File: src/spc_pkg.sv
`default_nettype none
package spc_pkg;

    // ------------------------------------------------------------
    // Instruction fields
    // ------------------------------------------------------------
    localparam logic [6:0] SPC_MAJOR_OPCODE = 7'h7b;
    localparam int         SPC_OPCODE_LSB   = 0;
    localparam int         SPC_FUNCT3_LSB   = 12;
    localparam int         SPC_RS1_LSB      = 15;
    localparam int         SPC_RS2_LSB      = 20;
    localparam int         SPC_IMM_LSB_POS  = 25;
    localparam int         SPC_FLAG_POS     = 26;
    localparam int         SPC_FUNCT5_LSB   = 27;
    localparam logic [4:0] SPC_FUNCT5_LAST  = 5'h09;

    // ------------------------------------------------------------
    // Variant codes of the function-3 field
    // ------------------------------------------------------------
    localparam logic [2:0] SPC_F3_HALF_VEC  = 3'h0;
    localparam logic [2:0] SPC_F3_HALF_SC   = 3'h4;
    localparam logic [2:0] SPC_F3_HALF_IMM  = 3'h6;
    localparam logic [2:0] SPC_F3_BYTE_VEC  = 3'h1;
    localparam logic [2:0] SPC_F3_BYTE_SC   = 3'h5;
    localparam logic [2:0] SPC_F3_BYTE_IMM  = 3'h7;

    // ------------------------------------------------------------
    // Reset values
    // ------------------------------------------------------------
    localparam logic [31:0] SPC_RESULT_RESET = 32'h0000_0000;

    // Relations, in function-5 order
    typedef enum logic [3:0] {
        SPC_REL_EQ, SPC_REL_NE, SPC_REL_GT, SPC_REL_GE, SPC_REL_LT,
        SPC_REL_LE, SPC_REL_GTU, SPC_REL_GEU, SPC_REL_LTU, SPC_REL_LEU
    } spc_rel_t;

    typedef enum logic [1:0] {
        SPC_FORM_VECTOR, SPC_FORM_SCALAR, SPC_FORM_IMMEDIATE
    } spc_form_t;

endpackage : spc_pkg
`default_nettype wire

File: src/spc_simd_packed_compare_unit.sv
// Function
// - Byte lanes or half-word lanes by suffix
// - Lane holding test becomes all ones
// - Lane failing test becomes all zeros
// - Vector form compares lane with lane
// - Scalar form uses lowest second-source lane
// - Immediate form uses six-bit immediate only
// - Immediate reassembled from bits 24:20, 25
// - Equal test: lanes identical bit for bit
// - Not-equal test: any bit differs
// - Signed greater, greater-equal, less, less-equal
// - Unsigned greater, greater-equal, less, less-equal
// - Opcode 1111011, bit 26 set, funct5 0-9
// - Function-3 selects register or immediate variant
// - No flags, no status changes
`default_nettype none
module spc_simd_packed_compare_unit
    import spc_pkg::*;
(
    input  wire logic        core_clk,
    input  wire logic        reset,
    input  wire logic        issue_valid,
    input  wire logic [31:0] instr,
    input  wire logic [31:0] src1_value,
    input  wire logic [31:0] src2_value,
    output logic             src2_read,
    output logic             illegal,
    output logic [31:0]      result,
    output logic             result_valid
);

    // ------------------------------------------------------------
    // State
    // ------------------------------------------------------------
    typedef struct packed {
        logic [31:0] result;
        logic        result_valid;
    } spc_state_t;

    spc_state_t state;
    spc_state_t next_state;

    // ------------------------------------------------------------
    // Helpers
    // ------------------------------------------------------------
    // One signed and one unsigned compare feed the eight ordered relations; EQ and NE use equality alone
    function automatic logic spc_relation(input spc_rel_t rel, input logic [15:0] a,
                                          input logic [15:0] b);
        logic s_lt;
        logic u_lt;
        s_lt = $signed(a) < $signed(b);
        u_lt = a < b;
        case (rel)
            SPC_REL_EQ:  spc_relation = (a == b);
            SPC_REL_NE:  spc_relation = (a != b);
            SPC_REL_GT:  spc_relation = !s_lt && (a != b);
            SPC_REL_GE:  spc_relation = !s_lt;
            SPC_REL_LT:  spc_relation = s_lt;
            SPC_REL_LE:  spc_relation = s_lt || (a == b);
            SPC_REL_GTU: spc_relation = !u_lt && (a != b);
            SPC_REL_GEU: spc_relation = !u_lt;
            SPC_REL_LTU: spc_relation = u_lt;
            SPC_REL_LEU: spc_relation = u_lt || (a == b);
            default:     spc_relation = 1'b0;
        endcase
    endfunction : spc_relation

    // Sign-extend a byte lane to 16 bits so one comparator serves both widths
    function automatic logic [15:0] spc_widen_byte(input logic [7:0] v);
        spc_widen_byte = {{8{v[7]}}, v};
    endfunction : spc_widen_byte

    // Comparand of one lane: own lane, lowest lane or immediate
    function automatic logic [15:0] spc_comparand(input spc_form_t f, input logic [15:0] own,
                                                   input logic [15:0] lowest, input logic [15:0] imm);
        case (f)
            SPC_FORM_VECTOR:    spc_comparand = own;
            SPC_FORM_SCALAR:    spc_comparand = lowest;
            SPC_FORM_IMMEDIATE: spc_comparand = imm;
            default:            spc_comparand = 16'h0000;
        endcase
    endfunction : spc_comparand

    // ------------------------------------------------------------
    // Decode
    // ------------------------------------------------------------
    logic [4:0]  funct5;
    logic [2:0]  funct3;
    logic [5:0]  six_bit_comparand;
    logic        byte_mode;
    logic        form_ok;
    logic        decode_ok;
    spc_form_t   form;
    spc_rel_t    rel;
    logic        opcode_ok;
    logic        funct5_ok;
    logic        bit25_ok;
    logic        taken;
    logic        rel_unsigned;

    assign funct5            = instr[SPC_FUNCT5_LSB +: 5];
    assign funct3            = instr[SPC_FUNCT3_LSB +: 3];
    assign six_bit_comparand = {instr[SPC_RS2_LSB +: 5], instr[SPC_IMM_LSB_POS]};
    assign rel               = spc_rel_t'(funct5[3:0]);

    // Lane width and operand source from function-3
    always_comb begin
        byte_mode = 1'b0;
        form      = SPC_FORM_VECTOR;
        form_ok   = 1'b1;
        case (funct3)
            SPC_F3_HALF_VEC: form = SPC_FORM_VECTOR;
            SPC_F3_HALF_SC:  form = SPC_FORM_SCALAR;
            SPC_F3_HALF_IMM: form = SPC_FORM_IMMEDIATE;
            SPC_F3_BYTE_VEC: begin
                byte_mode = 1'b1;
                form      = SPC_FORM_VECTOR;
            end
            SPC_F3_BYTE_SC: begin
                byte_mode = 1'b1;
                form      = SPC_FORM_SCALAR;
            end
            SPC_F3_BYTE_IMM: begin
                byte_mode = 1'b1;
                form      = SPC_FORM_IMMEDIATE;
            end
            default: form_ok = 1'b0;
        endcase
    end

    // ------------------------------------------------------------
    // Encoding checks
    // ------------------------------------------------------------
    // Register-form encodings also need bit 25 clear
    assign opcode_ok    = (instr[SPC_OPCODE_LSB +: 7] == SPC_MAJOR_OPCODE) && instr[SPC_FLAG_POS];
    assign funct5_ok    = (funct5 <= SPC_FUNCT5_LAST);
    assign bit25_ok     = (form == SPC_FORM_IMMEDIATE) || !instr[SPC_IMM_LSB_POS];
    assign decode_ok    = opcode_ok && funct5_ok && form_ok && bit25_ok;
    assign taken        = issue_valid && decode_ok;
    assign rel_unsigned = (rel >= SPC_REL_GTU);

    // Refused encodings leave the result untouched
    assign illegal   = issue_valid && !decode_ok;
    assign src2_read = taken && (form != SPC_FORM_IMMEDIATE);

    // ------------------------------------------------------------
    // Lane compare
    // ------------------------------------------------------------
    logic [31:0] byte_lanes;
    logic [31:0] half_lanes;
    logic [31:0] lane_mask;
    logic [15:0] imm_ext;

    // Sign extension also serves unsigned forms, cut to lane width below
    assign imm_ext = {{10{six_bit_comparand[5]}}, six_bit_comparand};

    // Four byte lanes; unsigned relations must not see the sign extension
    always_comb begin
        logic [15:0] a;
        logic [15:0] b;
        a          = 16'h0000;
        b          = 16'h0000;
        byte_lanes = 32'h0000_0000;
        for (int i = 0; i < 4; i++) begin
            a = spc_widen_byte(src1_value[8*i +: 8]);
            b = spc_comparand(form, spc_widen_byte(src2_value[8*i +: 8]),
                              spc_widen_byte(src2_value[7:0]), imm_ext);
            if (rel_unsigned) begin
                a = {8'h00, a[7:0]};
                b = {8'h00, b[7:0]};
            end
            byte_lanes[8*i +: 8] = spc_relation(rel, a, b) ? 8'hff : 8'h00;
        end
    end

    // Two half-word lanes
    always_comb begin
        logic [15:0] b;
        b          = 16'h0000;
        half_lanes = 32'h0000_0000;
        for (int i = 0; i < 2; i++) begin
            b = spc_comparand(form, src2_value[16*i +: 16], src2_value[15:0], imm_ext);
            half_lanes[16*i +: 16] = spc_relation(rel, src1_value[16*i +: 16], b) ? 16'hffff : 16'h0000;
        end
    end

    assign lane_mask = byte_mode ? byte_lanes : half_lanes;

    // ------------------------------------------------------------
    // Next state
    // ------------------------------------------------------------
    // No flag or status output exists; only the lane mask is produced
    always_comb begin
        next_state              = state;
        next_state.result_valid = taken;
        if (taken) begin
            next_state.result = lane_mask;
        end
    end

    // ------------------------------------------------------------
    // Registers
    // ------------------------------------------------------------
    // Result holds until the next accepted instruction
    always_ff @(posedge core_clk or posedge reset) begin
        if (reset) begin
            state <= '{result: SPC_RESULT_RESET, result_valid: 1'b0};
        end else begin
            state <= next_state;
        end
    end

    // ------------------------------------------------------------
    // Outputs
    // ------------------------------------------------------------
    assign result       = state.result;
    assign result_valid = state.result_valid;

endmodule : spc_simd_packed_compare_unit
`default_nettype wire
File: config.mk
export PLATFORM = sky130hd
export DESIGN_NAME = spc_simd_packed_compare_unit
export DESIGN_NICKNAME = d
export VERILOG_FILES = /design/src/spc_pkg.sv /design/src/spc_simd_packed_compare_unit.sv
export SDC_FILE = /design/constraint.sdc
export NUM_CORES = 1
export LEC_CHECK = 0
export ABC_CLOCK_PERIOD_IN_PS = 4100
export BUFFER_PORTS_ARGS = -buffer_cell sky130_fd_sc_hd__buf_2
export CAP_MARGIN = 15
export CORE_MARGIN = 1
export CORE_UTILIZATION = 53
export CTS_BUF_LIST = sky130_fd_sc_hd__clkbuf_2 sky130_fd_sc_hd__clkbuf_4 sky130_fd_sc_hd__clkbuf_8
export CTS_CLUSTER_SIZE = 16
export DETAILED_ROUTE_END_ITERATION = 12
export PLACE_DENSITY = 0.95
export RECOVER_POWER = 25
export SYNTH_ARGS = -nofsm -noshare
export SYNTH_HDL_FRONTEND = slang
export SYNTH_SLANG_ARGS = --single-unit
File: constraint.sdc
create_clock -name core_clk -period 4.1 [get_ports core_clk]
set_clock_uncertainty 0.1 [all_clocks]
set_input_delay 1.025 -clock core_clk [delete_from_list [all_inputs] [get_ports core_clk]]
set_output_delay 1.025 -clock core_clk [all_outputs]
set_load 0.01 [all_outputs]
==> results_dict.tcl, run 1 <==
set metrics [dict create \
    outcome "complete, no violations" \
    cts.path.max_buffers 2 \
    holdWs_ps 520 \
    clock_power_share 0.188 \
    synth_cells 413 \
    hpwl_um 7540 \
    antenna_found_initial 0 \
    period_minus_slack_ps 3870 \
    worstSetupEndpointType "flip-flop" \
    syn-num-nets 564 \
    yosys.area_share.simple 0.260 \
    sw_frac_of_total 0.452 \
    numCtsBuffers 3 \
    cts.sinks 5 \
    hp-class "flip-flop to flip-flop" \
    synth_top_family_by_area "compound AO/OA/AOI/OAI gates" \
    io_buffers 123 \
    pwr-share-comb 0.714 \
    synth_compound_area_frac 0.284 \
    p_per_area_mw_per_mm2 152 \
    dieArea_mm2 0.00574 \
    overflow 0 \
    setup_slack_ps 234 \
    multi_input_area_mm2 0.00242 \
    maxCapViolCount 0 \
    crit_path_start_kind "input port" \
    cts_root_buffer "clkbuf_8" \
    synthTopCellsByArea "ha_1, a21oi_1, buf_4" \
    slew_headroom 0.623 \
    synth-seq-cells 5 \
    regArea_um2 125 \
    timing.critical_path.slowest_cell_delay_ps 570 \
    yosys_warnings 0 \
    drc 0 \
    synth_top_area_cell "ha_1" \
    synth_mux_area_frac 0.0564 \
    post_cts_buffers 0 \
    rsz0062_at_grt "no" \
    ir_drop_mv 0.0950 \
    grt_pass1_vias 3117 \
    setup_viol 0 \
    cts_tree "yes" \
    worst_pin_slew_ps 564 \
    n_antenna_cell 0 \
    nFillCells 448 \
    switching_power_mw 0.238 \
    synthArstFlopShare 1.00 \
    yosysTopAreaCellShare 0.226 \
    dpl.cell_count 574 \
    wire_per_inst_um 15.8 \
    drt-pass1-iter-count 5 \
    crit_type "input port to flip-flop" \
    slew_violations 0 \
    fmax_ghz 0.259 \
    crit_required_ps 4160 \
    synth_xor_area_frac 0.0121 \
    seqPwrFrac 0.098 \
    synth_cell_types 53 \
    hold_viol_final 0 \
    total_power_mw 0.528 \
    rows 26 \
    path_clk_slew_ps 40 \
    p_int_mw 0.289 \
    initial_core_util 0.558 \
    die_x_um 75.8 \
    nets 660 \
    yosys.area_share.adder 0.226 \
    p_leak_nw 1.77 \
    clk_latency_ps 220 \
    first_iter_violations 339 \
    final_cells 578 \
    ant_nets 0 \
    cp_data_arrival_time_ps 3930 \
    crit_path_top_delay_cell "or4_4" \
    track_usage 0.315 \
    grt_pass1_wl_um 14000 \
    fin_util 0.672 \
    routed_wl_um 9120 \
    seq_area_frac_synth 0.0434 \
    routed_via_density 6.08 \
    synth_area_mm2 0.00288 \
    ys.flop_type "dfrtp_1" \
    postCtsHoldBufs 0 \
    crit_top_cell "o21ai_0" \
    critical_path.max_fanout 18 \
    ctsResizeCount 0 \
    htree_levels 1 \
    area_delta_synth_final_pct 20.6 \
    coreArea_mm2 0.00517 \
    vias 3513 \
    ioPinCount 134 \
    synth-edff-count 0 \
    placed_area_mm2 0.00344 \
    routabilityCongestion 1.00 \
    fp.dieH_um 75.8 \
    grt_max_degree 38 \
    pre_cts_ws_ps 81.9 \
    fin_tns_setup_ps 0 \
    final_area_mm2 0.00348 \
    crit_path_cell_trace "buf_2 > buf_12 > o21ai_0 > o21ai_0 > ha_1 > nand4_1 > or4_4 > xor2_1 > nor4_2 > nor3_1 > o21a_1 > a311oi_1 > mux2_1" \
    drive_gt1_frac 0.283 \
    post-route-period-util 0.943 \
    avgSynthCellArea_um2 6.98 \
]
-- cells in the mapped netlist, types with 2 or more instances --
master    number
and3_1         3
ha_1          52
a211oi_1       5
buf_4         28
mux2i_1       14
nand4_1       11
a21o_1         7
nor4_2         2
nor2b_1       18
nand3b_1       3
nor3_1        14
inv_1         15
nor2_1        13
nand2_1       33
dfrtp_1        5
o221ai_1       3
nand2b_1       7
a31oi_1        4
nand3_1        8
or3_1          3
xnor2_1        3
clkbuf_1      14
nor3_2         2
buf_2          3
o21a_1         4
o22ai_1        8
nor4_1         6
o21ai_1        7
and2_1         8
a21oi_1       45
o21ai_0       39
o211ai_1       5
-- path summary, 6_finish.rpt --
path | from | endpoint | slack (ps) | cells after the start
max reg2reg | result[15] | result[15] | 3120 | 2
min reg2reg | result[30] | result[30] | 520 | 1
min in group asynchronous | reset | result[30] | 600 | 2
max | instr[13] | result[30] | 230 | 13
max in group asynchronous | reset | result_valid | 3110 | 2
min | result[30] | result[30] | 520 | 1
-- routing by layer --
metal | GRT usage | share of wire | vias to the layer above
met2 | 0.542 | 0.48 | 192
met1 | 0.424 | 0.42 | 1594
met5 | 0 | 0 | -
met3 | 0.0251 | 0.078 | 20
met4 | 0.0741 | 0.018 | 0
li1 | - | - | 1707
-- worst max-delay path, delay by kind of cell --
family | cells | cell delay, ps
xor+xnor | 1 | 170
compound gates | 4 | 910
mux | 1 | 180
simple gates | 4 | 1030
fa+ha+maj | 1 | 330
buf+inv | 2 | 270
-- state kept, by name, summed over array words and instances, names as in the netlist --
| name | flops |
|---|---|
| result | 4 |
| result_valid | 1 |
-- cell families after synthesis --
kind of cell	Yosys count
compound gates	138
xor+xnor	4
mux	16
buf+inv	62
flops	5
fa+ha+maj	52
simple gates	136
-- layout by cell type, fill, tap and decap left out, types with 3 or more instances in the layout --
| cell | count |
|---|---|
| clkbuf_1 | 6 |
| nand3b_1 | 3 |
| and3_1 | 3 |
| or3_1 | 3 |
| clkbuf_8 | 3 |
| nand3_1 | 8 |
| o221ai_1 | 3 |
| buf_2 | 117 |
| inv_1 | 15 |
| nor2b_1 | 18 |
| nor3_1 | 14 |
| ha_1 | 52 |
| a21o_1 | 7 |
| mux2i_1 | 14 |
| nand4_1 | 11 |
| nor2_1 | 13 |
| o21ai_0 | 39 |
| o211ai_1 | 5 |
| a211oi_1 | 5 |
| o22ai_1 | 8 |
| o21ai_1 | 7 |
| nand2_1 | 33 |
| o21a_1 | 4 |
| nor4_1 | 6 |
| and2_1 | 8 |
| a31oi_1 | 4 |
| buf_4 | 12 |
| a21oi_1 | 45 |
| nand2b_1 | 7 |
| xnor2_1 | 3 |
| dfrtp_1 | 5 |
-- area by class of cell --
cell class | count | area share
multi-input combinational | 346 | 0.695
timing repair buffer | 137 | 0.212
sequential | 5 | 0.0360
tap | 70 | 0.0252
inverter | 16 | 0.0173
clock buffer | 4 | 0.0140
-- power groups by stage --
stage | Clock [mW] | Sequential, mW | Combinational [mW]
floorplan | 0 | 0.0523 | 0.241
global placement | 0 | 0.0518 | 0.352
detailed placement | 0 | 0.0520 | 0.370
CTS | 0.100 | 0.0514 | 0.371
global route | 0.104 | 0.0517 | 0.420
finish | 0.0993 | 0.0515 | 0.377
Note: power is estimated with default switching activity, not from simulation.
==> run 2, diff against run 1 <==
- CORE_ASPECT_RATIO: default -> 2
==> results_dict.tcl, run 2 (synthesized netlist as in run 1, its figures left out) <==
set metrics [dict create \
    period_minus_slack_ps 3850 \
    crit_path_start_kind "input port" \
    cts.sinks 5 \
    path_clk_slew_ps 40 \
    setup_viol 0 \
    numCtsBuffers 3 \
    crit_type "input port to flip-flop" \
    hp-class "flip-flop to flip-flop" \
    ir_drop_mv 0.156 \
    antenna_found_initial 0 \
    rsz0062_at_grt "no" \
    fp.dieH_um 106 \
    crit_top_cell "o21ai_0" \
    vias 3615 \
    fmax_ghz 0.260 \
    n_antenna_cell 0 \
    drive_gt1_frac 0.288 \
    total_power_mw 0.526 \
    ctsResizeCount 0 \
    area_delta_synth_final_pct 20.0 \
    final_common_cell "buf_2" \
    nets 663 \
    coreArea_mm2 0.00518 \
    rr_startpoint "result[15]" \
    routed_wl_um 9260 \
    reg2reg_depth 2 \
    slew_violations 0 \
    largest_register_ffs 4 \
    wire_per_inst_um 16.3 \
    maxCapViolCount 0 \
    timing.critical_path.slowest_cell_delay_ps 540 \
    dieArea_mm2 0.00576 \
    drc 0 \
    hold_viol_final 0 \
    post_cts_buffers 0 \
    rrSetupSlack_ps 3160 \
    cts.path.max_buffers 2 \
    crit_family "compound AO/OA/AOI/OAI gates" \
    post-route-period-util 0.939 \
    outcome "complete, no violations" \
    ant_nets 0 \
    grt_pass1_wl_um 15000 \
    crit_required_ps 4110 \
    cts_tree "yes" \
    crit_path_cell_trace "buf_2 > buf_4 > o21ai_0 > o21ai_0 > ha_1 > nand4_1 > or4_4 > o2111ai_2 > o31ai_1 > a21oi_1 > o21a_1 > a311oi_1 > mux2_1" \
    routed_via_density 6.35 \
    setup.worst_path.end "result[30]" \
    fin_tns_setup_ps 0 \
    grt_max_degree 24 \
    cp_data_arrival_time_ps 3860 \
    holdWs_ps 492 \
    p_per_area_mw_per_mm2 152 \
    slew_headroom 0.556 \
    drt-pass1-iter-count 5 \
    rows 37 \
    r2r-end "result[15]" \
    cts_root_buffer "clkbuf_8" \
    htree_levels 1 \
    ioPinCount 134 \
    hpwl_um 7920 \
    overflow 0 \
    die_x_um 54.2 \
    final_cell_mix "buf_2, ha_1, a21oi_1, o21ai_0, nand2_1" \
    worst_pin_slew_ps 662 \
    crit_path_top_delay_cell "or4_4" \
    grt_pass1_vias 3553 \
    crit_start "instr[13]" \
    worstSetupEndpointType "flip-flop" \
    postCtsHoldBufs 0 \
    routabilityCongestion 0.939 \
    p_leak_nw 1.77 \
    io_buffers 123 \
    critical_path.max_fanout 12 \
    cp.depth 13 \
    critPathBufInv 2 \
    track_usage 0.340 \
    clk_latency_ps 220 \
    initial_core_util 0.556 \
    first_iter_violations 86 \
]
==> run 2: cell type report <==
class / instances / area (µm²)
clock buffers: 4 / 48.8
fillers: 493 / 1730
inverters: 16 / 60.1
multi-input cells: 346 / 2420
flip-flops and latches: 5 / 125
well taps: 58 / 72.6
repair buffers: 140 / 736
==> run 2: through the flow <==
| stage | utilization | worst slack (ps) | cells | instance area (µm²) |
|---|---|---|---|---|
| floorplan | - | 118 | 413 | 2880 |
| detailed placement | 0.659 | 133 | 565 | 3420 |
| global placement | 0.659 | 131 | 565 | 3420 |
| global route | 0.667 | 45.4 | 569 | 3460 |
| CTS | 0.669 | 350 | 569 | 3470 |
| finish | 0.667 | 249 | 569 | 3460 |
==> run 2: routing by layer <==
layer	GRT usage	vias to the layer above	wire, µm
met5	0	-	0
met1	0.328	1635	3080
met4	0.275	0	751
met2	0.602	192	4880
li1	-	1723	-
met3	0.0243	65	540
==> run 2: worst min path at each step <==
stage	end	cells after the start	from	slack [ps]
final	result[23]	1	result[23]	490
after floorplan	result[23]	1	result[23]	550
after global routing	result[23]	1	result[23]	570
after detailed placement	result[23]	1	result[23]	500
after global placement	result[23]	1	result[23]	480
after CTS	result[23]	1	result[23]	500
==> run 2: power by group <==
part | internal [mW] | leakage (nW) | total, mW | switching [mW]
logic | 0.164 | 1.67 | 0.375 | 0.211
registers | 0.0503 | 0.0697 | 0.0513 | 0.000994
clock network | 0.0735 | 0.0262 | 0.0999 | 0.0264
total | 0.288 | 1.77 | 0.526 | 0.239
